### src/verilog/cspm_map.vh
`ifndef CSPM_MAP_VH
`define CSPM_MAP_VH

// register byte addresses on the apb bus
`define CSPM_ADDR_W          8
`define CSPM_ADDR_PSR        8'hD0
`define CSPM_ADDR_MOR        8'hE0
`define CSPM_ADDR_PWR        8'h84

// reset values
`define CSPM_PSR_RST         8'h00
`define CSPM_MOR_RST         8'h00
`define CSPM_PWR_RST         8'h00

// program status register fields
`define CSPM_PSR_CY          7
`define CSPM_PSR_AC          6
`define CSPM_PSR_F0          5
`define CSPM_PSR_RS_HI       4
`define CSPM_PSR_RS_LO       3
`define CSPM_PSR_OV          2
`define CSPM_PSR_F1          1
`define CSPM_PSR_PAR         0

// power control register fields
`define CSPM_PWR_IDLE        0
`define CSPM_PWR_STOP        1
`define CSPM_PWR_WDT_EN      2
`define CSPM_PWR_MCD_EN      3
`define CSPM_PWR_MASK        8'h0F

// arithmetic operation codes
`define CSPM_OP_ADD          3'h0
`define CSPM_OP_ADDC         3'h1
`define CSPM_OP_SUBB         3'h2
`define CSPM_OP_MUL          3'h3
`define CSPM_OP_DIV          3'h4
`define CSPM_OP_ARITH        3'h5
`define CSPM_OP_LOAD         3'h6

// power states
`define CSPM_ST_RUN          3'h0
`define CSPM_ST_IDLE         3'h1
`define CSPM_ST_STOP         3'h2

// working register bank geometry
`define CSPM_BANK_SHIFT      3
`define CSPM_MAX_BYTE        9'h0FF

// timing
`define CSPM_CLK_MHZ         100
`define CSPM_MCD_TIMEOUT_US  100
`define CSPM_MCD_CYCLES      (`CSPM_MCD_TIMEOUT_US * `CSPM_CLK_MHZ)
`define CSPM_WDT_CYCLES      65536
`define CSPM_TMO_W           24

`endif

### src/verilog/cspm_alu.v
`include "cspm_map.vh"
`default_nettype none

module cspm_alu (
  // operation
  input  wire [2:0] op,
  input  wire [7:0] opa,
  input  wire [7:0] opb,
  input  wire       cin,
  // results
  output reg  [7:0] res,
  output reg  [7:0] bres,
  output reg        cy,
  output reg        ac,
  output reg        ov,
  output reg        ov_upd,
  output reg        cy_upd
);

  reg [8:0]  full;
  reg [4:0]  nib;
  reg [15:0] prod;
  reg        ci;

  // flag derivation per operation
  always @*
  begin
    full   = 9'h000;
    nib    = 5'h00;
    prod   = 16'h0000;
    ci     = 1'b0;
    res    = opa;
    bres   = opb;
    cy     = 1'b0;
    ac     = 1'b0;
    ov     = 1'b0;
    ov_upd = 1'b0;
    cy_upd = 1'b1;
    case (op)
      `CSPM_OP_ADD, `CSPM_OP_ADDC:
      begin
        ci   = (op == `CSPM_OP_ADDC) ? cin : 1'b0;
        full = {1'b0, opa} + {1'b0, opb} + {8'h00, ci};
        nib  = {1'b0, opa[3:0]} + {1'b0, opb[3:0]} + {4'h0, ci};
        res  = full[7:0];
        cy   = full[8];
        ac   = nib[4];
        ov   = (opa[7] == opb[7]) && (full[7] != opa[7]);
        ov_upd = 1'b1;
      end
      `CSPM_OP_SUBB:
      begin
        full = {1'b0, opa} - {1'b0, opb} - {8'h00, cin};
        nib  = {1'b0, opa[3:0]} - {1'b0, opb[3:0]} - {4'h0, cin};
        res  = full[7:0];
        cy   = full[8];
        ac   = nib[4];
        ov   = (opa[7] != opb[7]) && (full[7] != opa[7]);
        ov_upd = 1'b1;
      end
      `CSPM_OP_MUL:
      begin
        prod = {8'h00, opa} * {8'h00, opb};
        res  = prod[7:0];
        bres = prod[15:8];
        ov   = (prod > {7'h00, `CSPM_MAX_BYTE});
        ov_upd = 1'b1;
      end
      `CSPM_OP_DIV:
      begin
        // a zero divisor leaves both operands untouched
        if (opb != 8'h00)
        begin
          res  = opa / opb;
          bres = opa % opb;
        end
        ov     = (opb == 8'h00);
        ov_upd = 1'b1;
      end
      `CSPM_OP_ARITH:
      begin
        res = opb; // carry flags cleared
      end
      `CSPM_OP_LOAD:
      begin
        res    = opb;
        cy_upd = 1'b0;
      end
      default:
      begin
        cy_upd = 1'b0;
      end
    endcase
  end

endmodule // cspm_alu

`default_nettype wire

### src/verilog/cspm_tmo.v
`include "cspm_map.vh"
`default_nettype none

module cspm_tmo #(
  parameter LIMIT = 16
) (
  // clock and reset
  input  wire clk,
  input  wire arst_n,
  // control
  input  wire run,
  input  wire clear,
  // result
  output reg  expire
);

  // full-width limit first, then cut on purpose to the counter width
  localparam [31:0]            LAST_FULL = LIMIT - 1;
  localparam [`CSPM_TMO_W-1:0] LAST      = LAST_FULL[`CSPM_TMO_W-1:0];

  reg [`CSPM_TMO_W-1:0] cnt_q;

  // free count while run, restarts on clear or when stopped
  always @(posedge clk or negedge arst_n)
  begin
    if (!arst_n)
    begin
      cnt_q  <= {`CSPM_TMO_W{1'b0}};
      expire <= 1'b0;
    end
    else if (clear || !run)
    begin
      cnt_q  <= {`CSPM_TMO_W{1'b0}};
      expire <= 1'b0;
    end
    else if (cnt_q == LAST)
    begin
      cnt_q  <= {`CSPM_TMO_W{1'b0}};
      expire <= 1'b1;
    end
    else
    begin
      cnt_q  <= cnt_q + {{(`CSPM_TMO_W-1){1'b0}}, 1'b1};
      expire <= 1'b0;
    end
  end

endmodule // cspm_tmo

`default_nettype wire

### src/verilog/cspm_top.v
// Decided for this implementation: the APB slave port.
`include "cspm_map.vh"
`default_nettype none

module cspm_top #(
  parameter WDT_CYCLES = `CSPM_WDT_CYCLES,
  parameter MCD_CYCLES = `CSPM_MCD_CYCLES
) (
  // clock and reset
  input  wire                    clk,
  input  wire                    arst_n,
  // apb slave
  input  wire                    psel,
  input  wire                    penable,
  input  wire                    pwrite,
  input  wire [`CSPM_ADDR_W-1:0] paddr,
  input  wire [31:0]             pwdata,
  input  wire [3:0]              pstrb,
  output reg  [31:0]             prdata,
  output wire                    pready,
  output wire                    pslverr,
  // core arithmetic port
  input  wire                    op_valid,
  input  wire [2:0]              op_code,
  input  wire [7:0]              op_operand,
  output reg  [7:0]              op_bresult,
  // core sequencing
  input  wire                    insn_done,
  input  wire                    irq_enabled_pending,
  input  wire                    wdt_kick,
  input  wire [2:0]              wreg_index,
  output wire [7:0]              wreg_addr,
  // power and reset outputs
  output wire                    core_halt,
  output wire                    periph_clk_en,
  output wire                    osc_run,
  output wire                    idle_mode,
  output wire                    stop_mode,
  output reg                     irq_take,
  output reg                     int_reset,
  output reg  [15:0]             restart_pc
);

  localparam [15:0] PC_ZERO = 16'h0000;
  localparam [2:0]  ST_RUN  = `CSPM_ST_RUN;
  localparam [2:0]  ST_IDLE = `CSPM_ST_IDLE;
  localparam [2:0]  ST_STOP = `CSPM_ST_STOP;

  reg  [7:0] psr_q;
  reg  [7:0] mor_q;
  reg  [7:0] pwr_q;
  reg  [2:0] state_q;
  reg  [2:0] state_d;
  wire [7:0] alu_res;
  wire [7:0] alu_bres;
  wire       alu_cy;
  wire       alu_ac;
  wire       alu_ov;
  wire       alu_ov_upd;
  wire       alu_cy_upd;
  wire       wdt_expire;
  wire       mcd_expire;
  wire       soft_rst;
  wire       parity;
  wire       setup;
  wire       access;
  wire       wr;
  wire       mapped;
  wire       wr_psr;
  wire       wr_mor;
  wire       wr_pwr;
  wire       halted;
  wire       alu_go;
  wire [7:0] psr_view;

  // address decode shared by read mux and write strobes
  function is_reg;
    input [`CSPM_ADDR_W-1:0] a;
    input [`CSPM_ADDR_W-1:0] r;
    begin
      is_reg = (a == r);
    end
  endfunction

  // bank base plus register index
  function [7:0] bank_addr;
    input [1:0] bank;
    input [2:0] idx;
    begin
      bank_addr = {3'h0, bank, idx};
    end
  endfunction

  // apb phases; zero wait states, so every access completes at once
  assign setup   = psel && !penable;
  assign access  = psel && penable;
  assign wr      = access && pwrite && pstrb[0];
  assign mapped  = is_reg(paddr, `CSPM_ADDR_PSR) ||
                   is_reg(paddr, `CSPM_ADDR_MOR) ||
                   is_reg(paddr, `CSPM_ADDR_PWR);
  assign pready  = 1'b1;
  assign pslverr = access && !mapped;
  assign wr_psr  = wr && is_reg(paddr, `CSPM_ADDR_PSR);
  assign wr_mor  = wr && is_reg(paddr, `CSPM_ADDR_MOR);
  assign wr_pwr  = wr && is_reg(paddr, `CSPM_ADDR_PWR);

  // parity is recomputed from the accumulator, never stored
  assign parity   = ^mor_q;
  assign psr_view = {psr_q[7:1], parity};

  // working register address from the bank field
  assign wreg_addr = bank_addr(psr_q[`CSPM_PSR_RS_HI:`CSPM_PSR_RS_LO],
                               wreg_index);

  // power state view
  assign idle_mode     = (state_q == ST_IDLE);
  assign stop_mode     = (state_q == ST_STOP);
  assign halted        = idle_mode || stop_mode;
  assign core_halt     = halted;
  assign periph_clk_en = !stop_mode;
  assign osc_run       = !stop_mode;
  assign soft_rst      = wdt_expire || mcd_expire;

  // a halted core issues nothing; guard anyway so state stays frozen
  assign alu_go = op_valid && !halted && !soft_rst;

  cspm_alu u_alu (
    .op     (op_code),
    .opa    (mor_q),
    .opb    (op_operand),
    .cin    (psr_q[`CSPM_PSR_CY]),
    .res    (alu_res),
    .bres   (alu_bres),
    .cy     (alu_cy),
    .ac     (alu_ac),
    .ov     (alu_ov),
    .ov_upd (alu_ov_upd),
    .cy_upd (alu_cy_upd)
  );

  // watchdog runs in run and idle; its count is cleared in stop, where only the monitor runs
  cspm_tmo #(
    .LIMIT (WDT_CYCLES)
  ) u_wdt (
    .clk    (clk),
    .arst_n (arst_n),
    .run    (pwr_q[`CSPM_PWR_WDT_EN] && !stop_mode),
    .clear  (wdt_kick || int_reset),
    .expire (wdt_expire)
  );

  // lost-clock monitor: only stop removes the core clock here
  cspm_tmo #(
    .LIMIT (MCD_CYCLES)
  ) u_mcd (
    .clk    (clk),
    .arst_n (arst_n),
    .run    (pwr_q[`CSPM_PWR_MCD_EN] && stop_mode),
    .clear  (int_reset),
    .expire (mcd_expire)
  );

  // power state transitions; stop wins if both bits are set
  always @*
  begin
    state_d = state_q;
    case (state_q)
      ST_RUN:
      begin
        if (insn_done && pwr_q[`CSPM_PWR_STOP])
          state_d = ST_STOP;
        else if (insn_done && pwr_q[`CSPM_PWR_IDLE])
          state_d = ST_IDLE;
      end
      ST_IDLE:
      begin
        if (irq_enabled_pending)
          state_d = ST_RUN;
      end
      ST_STOP:
      begin
        state_d = ST_STOP; // interrupts ignored
      end
      default:
      begin
        state_d = ST_RUN;
      end
    endcase
    if (soft_rst)
      state_d = ST_RUN;
  end

  // state register; the core keeps its pc while halted
  always @(posedge clk or negedge arst_n)
  begin
    if (!arst_n)
      state_q <= ST_RUN;
    else
      state_q <= state_d;
  end

  // wake and internal reset pulses
  always @(posedge clk or negedge arst_n)
  begin
    if (!arst_n)
    begin
      irq_take   <= 1'b0;
      int_reset  <= 1'b0;
      restart_pc <= PC_ZERO;
    end
    else
    begin
      // resume is a pulse; pc is untouched so return lands after the setter
      irq_take   <= idle_mode && irq_enabled_pending && !soft_rst;
      int_reset  <= soft_rst;
      restart_pc <= PC_ZERO;
    end
  end

  // power control register; set by software, idle cleared by wake
  always @(posedge clk or negedge arst_n)
  begin
    if (!arst_n)
      pwr_q <= `CSPM_PWR_RST;
    else if (soft_rst)
      pwr_q <= `CSPM_PWR_RST;
    else if (idle_mode && irq_enabled_pending)
      pwr_q[`CSPM_PWR_IDLE] <= 1'b0;
    else if (wr_pwr)
      pwr_q <= pwdata[7:0] & `CSPM_PWR_MASK; // reserved bits dropped
  end

  // status word: flags from the alu, software bits only from the bus
  always @(posedge clk or negedge arst_n)
  begin
    if (!arst_n)
      psr_q <= `CSPM_PSR_RST;
    else if (soft_rst)
      psr_q <= `CSPM_PSR_RST;
    else if (wr_psr)
      psr_q <= {pwdata[7:1], 1'b0}; // parity bit is read-only
    else if (alu_go)
    begin
      if (alu_cy_upd)
      begin
        psr_q[`CSPM_PSR_CY] <= alu_cy;
        psr_q[`CSPM_PSR_AC] <= alu_ac;
      end
      if (alu_ov_upd)
        psr_q[`CSPM_PSR_OV] <= alu_ov;
    end
  end

  // accumulator; a bus write beats a same-cycle alu result
  always @(posedge clk or negedge arst_n)
  begin
    if (!arst_n)
      mor_q <= `CSPM_MOR_RST;
    else if (soft_rst)
      mor_q <= `CSPM_MOR_RST;
    else if (wr_mor)
      mor_q <= pwdata[7:0];
    else if (alu_go)
      mor_q <= alu_res;
  end

  // second result byte for multiply and divide
  always @(posedge clk or negedge arst_n)
  begin
    if (!arst_n)
      op_bresult <= 8'h00;
    else if (alu_go)
      op_bresult <= alu_bres;
  end

  // read data captured in the setup phase, steady during access
  always @(posedge clk or negedge arst_n)
  begin
    if (!arst_n)
      prdata <= 32'h00000000;
    else if (setup && !pwrite)
    begin
      if (is_reg(paddr, `CSPM_ADDR_PSR))
        prdata <= {24'h000000, psr_view};
      else if (is_reg(paddr, `CSPM_ADDR_MOR))
        prdata <= {24'h000000, mor_q};
      else if (is_reg(paddr, `CSPM_ADDR_PWR))
        prdata <= {24'h000000, pwr_q};
      else
        prdata <= 32'h00000000;
    end
  end

endmodule // cspm_top

`default_nettype wire

### config.mk
export PLATFORM = sky130hd
export DESIGN_NAME = cspm_top
export DESIGN_NICKNAME = d
export VERILOG_FILES = /design/src/verilog/cspm_alu.v /design/src/verilog/cspm_tmo.v /design/src/verilog/cspm_top.v
export VERILOG_INCLUDE_DIRS = /design/src /design/src/verilog
export SDC_FILE = /design/constraint.sdc
export NUM_CORES = 1
export LEC_CHECK = 0
export ABC_AREA = 1
export ABC_CLOCK_PERIOD_IN_PS = 15900
export BUFFER_PORTS_ARGS = -buffer_cell sky130_fd_sc_hd__buf_2
export CORE_AREA = 2 2 135 137
export CTS_BUF_LIST = sky130_fd_sc_hd__clkbuf_16
export CTS_CLUSTER_DIAMETER = 40
export DETAILED_ROUTE_END_ITERATION = 8
export DIE_AREA = 0 0 137 139
export GPL_TIMING_DRIVEN = 0
export PLACE_DENSITY = 0.92
export SYNTH_ARGS = -nofsm -noshare
export SYNTH_HDL_FRONTEND = slang
export SYNTH_SLANG_ARGS = --single-unit
### constraint.sdc
create_clock -name clk -period 15.9 [get_ports clk]
set_input_delay 0.795 -clock clk [delete_from_list [all_inputs] [get_ports clk]]
set_output_delay 0.795 -clock clk [all_outputs]
set_load 0.01 [all_outputs]
==> impl_metrics.json, run 1 <==
{
  "outcome": "complete, no violations",
  "io_buffers": 65,
  "maxCapViolCount": 0,
  "ys_ff_latch": 89,
  "setup_viol": 0,
  "postLayoutCellArea_um2": 11480,
  "htree_levels": 3,
  "drt_iter0_drc": 1137,
  "via_per_inst": 5.643,
  "grt_usage_pct": 29.90,
  "grt_antenna_before_repair": 0,
  "place_congestion": 1.007,
  "syn-instance-count": 1445,
  "cts_sinks": 89,
  "power_density_nw_per_um2": 47.57,
  "cp_max_fo": 14,
  "syn-cell-area_um2": 10400,
  "hp-class": "input pin to async pin",
  "placed_area_um2": 11200,
  "synthArstFlopShare_pct": 100.0,
  "crit_buf_inv": 13,
  "reg2reg_slack_ns": 4.23,
  "initial_core_util_pct": 58.92,
  "crit_type": "input pin to flop",
  "endpoint_kind": "flop",
  "cts_made_buffers": 9,
  "cp.required_ns": 16.12,
  "synth_top_area_share_pct": 21.41,
  "dieArea_um2": 19040,
  "cpMostUsedCell": "nand2_1",
  "slew_headroom_pct": 25.99,
  "ys_warn_count": 0,
  "synth_cell_types": 58,
  "finalHoldViolCount": 0,
  "clockRootBuffer": "clkbuf_16",
  "cp-start-kind": "input pin",
  "yosys.area.top_type": "dfrtp_1",
  "fillers": 1455,
  "grt_max_degree": 59,
  "rows": 49,
  "maxSlewViolCount": 0,
  "multi_input_area_um2": 6912,
  "routed_wl_mm": 28.19,
  "drive_above_1_share_pct": 12.68,
  "crit_arrival_ns": 11.90,
  "crit_family": "simple AND/OR/NAND/NOR gates",
  "seq_area_um2": 2227,
  "rsz0062_at_grt": "no",
  "insertion_delay_ns": 0.35,
  "crit_cells": 70,
  "grt_first_pass_wirelength_mm": 45.92,
  "r2r-start": "mor_q[4]",
  "fin_crit_sh_pct": 73.46,
  "yosysMostFrequentCell": "nand2_1",
  "r2r-end": "mor_q[0]",
  "cpMaxStageDelayCell": "ha_1",
  "netlist_top_cells_area": "dfrtp_1, ha_1, nand2_1, inv_1, fa_1",
  "critPathMaxStageDelay_ns": 0.38,
  "p_leak_uw": 0.006286,
  "finish.net_count": 1780,
  "final.setup_skew_ns": 0.01137,
  "max_freq_mhz": 85.61,
  "cts_setup_buffers": 0,
  "dp_hpwl_mm": 22.41,
  "syn2layout_area_growth_pct": 10.35,
  "hold_buffers": 0,
  "yosysSeqAreaShare_pct": 21.41,
  "synth_common_cells": "nand2_1, inv_1, ha_1",
  "clock_path_buffers": 2,
  "worst_pin_slew_ns": 1.102,
  "synth_edf_count": 0,
  "total_power_uw": 546.1,
  "post-route-min-period_ns": 11.68,
  "drc": 0,
  "peakVddDrop_mv": 0.04994,
  "drtAntennaViolNets": 0,
  "grt_pass1_vias": 9840,
  "dieWidth_um": 137,
  "die_h_um": 139,
  "vias": 10150,
  "drt_first_pass_iters": 6,
  "syn_avg_cell_area_um2": 7.200,
  "antennaDiodeCount": 0,
  "cts-resized-gates": 0,
  "cts_tree": "yes",
  "overflow": 0,
  "finalSetupTns_ns": 0,
  "core_um2": 17660,
  "routedWlPerCell_um": 15.68,
  "path_clk_slew_ns": 0.07,
  "reg2reg_depth": 71,
  "synth_ff_type": "dfrtp_1",
  "num_io_pins": 140
}
## through the flow
step | utilization (%) | setup WS [ns] | hold slack, ns | std cells
2_1_floorplan | - | 6.417 | 0.4405 | 1487
3_3_place_gp | 63.28 | 4.438 | 0.4589 | 1781
3_5_place_dp | 63.45 | 4.157 | 0.4670 | 1782
4_1_cts | 65.02 | 4.437 | 0.3956 | 1798
5_1_grt | 65.02 | 3.097 | 0.4045 | 1798
6_report | 65.02 | 4.219 | 0.3839 | 1798
## metal layers
layer | global-route usage (%) | wire (um)
met5 | 0 | 0
met3 | 3.765 | 2255
met1 | 37.73 | 11240
met2 | 51.22 | 13560
met4 | 12.43 | 1142
## kinds of logic (layout without fill, tap and decap cells)
family	after synthesis	after routing	share of synthesized area (%)
AOI/OAI and AO/OA	209	209	11.83
xor gates and xnor gates	57	57	4.798
adders and majority gates	149	149	20.88
buffers and inverters	321	403	13.67
DFF	89	89	21.41
other	2	44	0.07219
and+or+nand+nor	618	618	27.34
## worst register-to-register path, delay by kind of cell (launching register included)
kind	cells	cell delay, ns
AO/OA/AOI/OAI	14	2.64
flip-flops	1	0.36
adder cells (fa/ha/maj)	8	2.44
buffers and inverters	13	2.13
AND/OR/NAND/NOR	36	3.94
## registers in the layout, indices dropped and copies added, names as in the netlist
name and flops:
u_mcd.cnt_q 24, u_wdt.cnt_q 24, mor_q 8, op_bresult 8, prdata 8, psr_q 7
pwr_q 4, state_q 2, int_reset 1, irq_take 1, u_mcd.expire 1, u_wdt.expire 1
## how the worst max path moves through the flow
stage,start,endpoint,slack (ns)
after floorplan,op_operand[0],mor_q[0],6.42
after global placement,op_operand[0],mor_q[0],4.44
after detailed placement,op_operand[0],mor_q[0],4.16
after CTS,mor_q[4],mor_q[0],4.44
after global routing,op_operand[0],mor_q[0],3.10
final,op_operand[0],mor_q[0],4.22
## cell usage in the layout (no fill, tap or decap), drive strengths merged, types with 4 or more instances in the layout
| master | Yosys | routed |
|---|---|---|
| nand2 | 319 | 319 |
| inv | 241 | 245 |
| buf | 60 | 126 |
| nor2 | 120 | 120 |
| ha | 108 | 108 |
| dfrtp | 89 | 89 |
| nand3 | 77 | 77 |
| o21ai | 73 | 73 |
| a21oi | 68 | 68 |
| conb | 2 | 44 |
| fa | 41 | 41 |
| nor3 | 38 | 38 |
| xor2 | 35 | 35 |
| clkbuf | 18 | 27 |
| nand4 | 24 | 24 |
| xnor2 | 22 | 22 |
| o211ai | 13 | 13 |
| a31oi | 11 | 11 |
| nor4 | 9 | 9 |
| nor3b | 9 | 9 |
| and2 | 8 | 8 |
| or2 | 8 | 8 |
| o21bai | 7 | 7 |
| o22ai | 6 | 6 |
| o221ai | 5 | 5 |
| a221oi | 5 | 5 |
| o21a | 4 | 4 |
| a211oi | 4 | 4 |
| o31ai | 4 | 4 |
## power by group
| group | switching, uW | internal (uW) | total [uW] |
|---|---|---|---|
| registers | 2.16 | 229 | 232 |
| logic | 69.1 | 40.6 | 110 |
| clock network | 97.7 | 107 | 205 |
## final cells by class
cell class	instances	area share, %
Multi-Input combinational cell	1077	60.20
Clock inverter	7	0.4577
Tap cell	229	2.496
Clock buffer	9	1.962
Sequential cell	89	19.40
Buffer	78	4.446
Inverter	243	7.945
Timing Repair Buffer	66	3.095
No activity file was read; power rests on OpenSTA's default activity.
==> inputs of run 2 (changes only) <==
--- a/config.mk
+++ b/config.mk
@@ -6,16 +6,16 @@
 export SDC_FILE = /design/constraint.sdc
 export NUM_CORES = 1
 export LEC_CHECK = 0
-export ABC_AREA = 1
-export ABC_CLOCK_PERIOD_IN_PS = 15900
+export ABC_AREA = 0
+export ABC_CLOCK_PERIOD_IN_PS = 11500
 export BUFFER_PORTS_ARGS = -buffer_cell sky130_fd_sc_hd__buf_2
-export CORE_AREA = 2 2 135 137
+export CORE_AREA = 2 2 133 135
 export CTS_BUF_LIST = sky130_fd_sc_hd__clkbuf_16
 export CTS_CLUSTER_DIAMETER = 40
 export DETAILED_ROUTE_END_ITERATION = 8
-export DIE_AREA = 0 0 137 139
+export DIE_AREA = 0 0 135 137
 export GPL_TIMING_DRIVEN = 0
-export PLACE_DENSITY = 0.92
+export PLACE_DENSITY = 0.91
 export SYNTH_ARGS = -nofsm -noshare
 export SYNTH_HDL_FRONTEND = slang
 export SYNTH_SLANG_ARGS = --single-unit
==> constraint.sdc (replaced) <==
create_clock -name clk -period 11.5 [get_ports clk]
set_input_delay 0.575 -clock clk [delete_from_list [all_inputs] [get_ports clk]]
set_output_delay 0.575 -clock clk [all_outputs]
set_load 0.01 [all_outputs]
==> run 2 against run 1 <==
Clock power up 37%; combinational power rose to 21 times the previous value; first-iteration DRC count down 5.5%; non-clock buffer count up 52; critical path depth down 17; cell area up 2.9%; core utilization up 4.3 points; final cell count down 11%; clock skew down 0.0013 ns; hold slack worse by 0.16 ns; critical path type unchanged.
==> impl_metrics.json, run 2 <==
{
  "synthMuxAreaShare_pct": 2.078,
  "syn-instance-count": 1213,
  "yosys.area_share.simple_pct": 19.08,
  "drive_above_1_share_pct": 19.04,
  "layout_common_cells": "nor2_1, nand2_1, inv_1",
  "place_congestion": 1.016,
  "crit_arrival_ns": 11.45,
  "yosys.area.top_type": "dfrtp_1",
  "utilization_pct": 69.29,
  "finalSetupTns_ns": 0,
  "htree_levels": 3,
  "outcome": "complete, no violations",
  "synth-compound-area-share_pct": 17.35,
  "hp-class": "input pin to async pin",
  "reg2reg_slack_ns": 0.28,
  "synth_cell_types": 85,
  "path_clk_slew_ns": 0.07,
  "synth_top_family_by_area": "adder cells",
  "cp.required_ns": 11.72,
  "power_density_nw_per_um2": 253.7,
  "drtAntennaViolNets": 0,
  "p_leak_uw": 0.005505,
  "yosysMostFrequentCell": "nor2_1",
  "clock_path_buffers": 2,
  "io_buffers": 63,
  "fin_crit_sh_pct": 97.71,
  "cts_made_buffers": 9,
  "yosysSeqAreaShare_pct": 22.28,
  "netlist_top_cells_area": "dfrtp_1, ha_1, fa_1, nor2_1, xnor2_1",
  "final_common_cell": "nor2_1",
  "overflow": 0,
  "drt_first_pass_iters": 6,
  "dieWidth_um": 135,
  "drt_iter0_drc": 1074,
  "rows": 48,
  "finalHoldViolCount": 0,
  "synth_common_cells": "nor2_1, nand2_1, ha_1",
  "max_freq_mhz": 88.99,
  "grt_first_pass_wirelength_mm": 47.63,
  "cp_max_fo": 10,
  "peakVddDrop_mv": 0.1559,
  "crit_type": "input pin to flop",
  "final.setup_skew_ns": 0.01009,
  "placed_cells": 1544,
  "worst_pin_slew_ns": 0.8177,
  "cts_tree": "yes",
  "cts_sinks": 89,
  "maxCapViolCount": 0,
  "ys_ff_latch": 89,
  "syn-cell-area_um2": 9995,
  "routed_wl_mm": 30.69,
  "ys_warn_count": 0,
  "setup_viol": 0,
  "synth_top_area_share_pct": 22.28,
  "post-route-min-period_ns": 11.24,
  "antennaDiodeCount": 0,
  "stdcell_count": 1596,
  "dp_hpwl_mm": 22.19,
  "critPathMaxStageDelay_ns": 0.49,
  "drc": 0,
  "endpoint_kind": "flop",
  "slew_headroom_pct": 45.29,
  "die_h_um": 137,
  "syn_avg_cell_area_um2": 8.240,
  "place_ws_ns": -2.453,
  "insertion_delay_ns": 0.35,
  "initial_core_util_pct": 58.60,
  "cp-start-kind": "input pin",
  "maxSlewViolCount": 0,
  "grt_pass1_vias": 9449,
  "synth_xor_area_share_pct": 7.974,
  "vias": 9772,
  "routedWlPerCell_um": 19.23,
  "synthArstFlopShare_pct": 100.0,
  "finish.net_count": 1582,
  "clockRootBuffer": "clkbuf_16",
  "synth_fa_ha_area_share_pct": 21.73,
  "core_um2": 17060,
  "dieArea_um2": 18500,
  "r2r-start": "mor_q[4]",
  "syn2layout_area_growth_pct": 18.24,
  "cpMaxStageDelayCell": "nor4_2",
  "synth_ff_type": "dfrtp_1",
  "reg_top3": "u_mcd.cnt_q: 24 flops, u_wdt.cnt_q: 24 flops",
  "grt_usage_pct": 32.73,
  "fin_ws_ns": 0.2634,
  "synth_edf_count": 0,
  "via_per_inst": 6.123,
  "hold_ws_ns": 0.2280,
  "r2r-end": "mor_q[0]",
  "grt_max_degree": 51,
  "num_io_pins": 140,
  "grt_antenna_before_repair": 0,
  "reg2reg_depth": 54
}
==> run 2: stage by stage <==
stage | total power [uW] | cell area, um2
after global routing | 3247 | 11820
final | 2999 | 11820
after CTS | 2778 | 11350
after detailed placement | 2365 | 10770
after global placement | 2309 | 10750
after floorplan | 1908 | 10150
==> run 2: timing repair <==
action | CTS | global route
buffers inserted | 16 | 21
pin swaps | 8 | 24
endpoints found under the setup margin | 10 | 9
hold endpoints to repair | 0 | 0
cloned | 0 | 1
resized for setup | 44 | 57
hold buffers | 0 | 0
==> run 2: how the worst max path moves through the flow <==
stage	startpoint	end	slack [ns]
floorplan	op_operand[4]	op_bresult[4]	0.05
global placement	op_operand[0]	op_bresult[4]	-2.17
detailed placement	op_operand[0]	op_bresult[4]	-2.45
CTS	op_operand[3]	op_bresult[4]	0.008
global route	op_operand[1]	mor_q[0]	-0.18
finish	op_operand[1]	mor_q[0]	0.26
==> run 2: logic make-up (layout without fill, tap and decap cells) <==
group	Yosys count	after routing
muxes	16	16
and+or+nand+nor	413	413
xor gates and xnor gates	91	91
other	2	44
AOI/OAI and AO/OA	255	255
adders and majority gates	149	149
DFF	89	89
buffers and inverters	198	314
==> run 2: area by class of cell <==
type	count	area, um2
inverter	102	395.4
tap	225	281.5
fill	1289	5239
buffer	94	590.6
clock inverter	7	56.30
timing repair buffer	102	661.9
multi-input combinational	968	7378
clock buffer	9	225.2
sequential	89	2228
==> run 2: power by group <==
group / leakage, uW / internal [uW] / switching [uW]
clock network: 0.000135 / 149 / 132
logic: 0.00418 / 1010 / 1330
registers: 0.00119 / 343 / 35.5
total: 0.00550 / 1500 / 1500
==> run 2: routing by layer <==
metal	track usage [%]	part of all wire, %	wire (um)
met5	0	0	0
met4	19.44	5.4	1668
met3	6.370	9.5	2912
met2	53.16	47	14450
met1	40.55	38	11660
==> run 2: critical path: cells and delay by family <==
kind / cells / cell delay, ns
compound gates: 24 / 4.71
fa+ha+maj: 7 / 2.00
simple gates: 10 / 1.79
buf+inv: 9 / 1.34
mux: 3 / 1.02
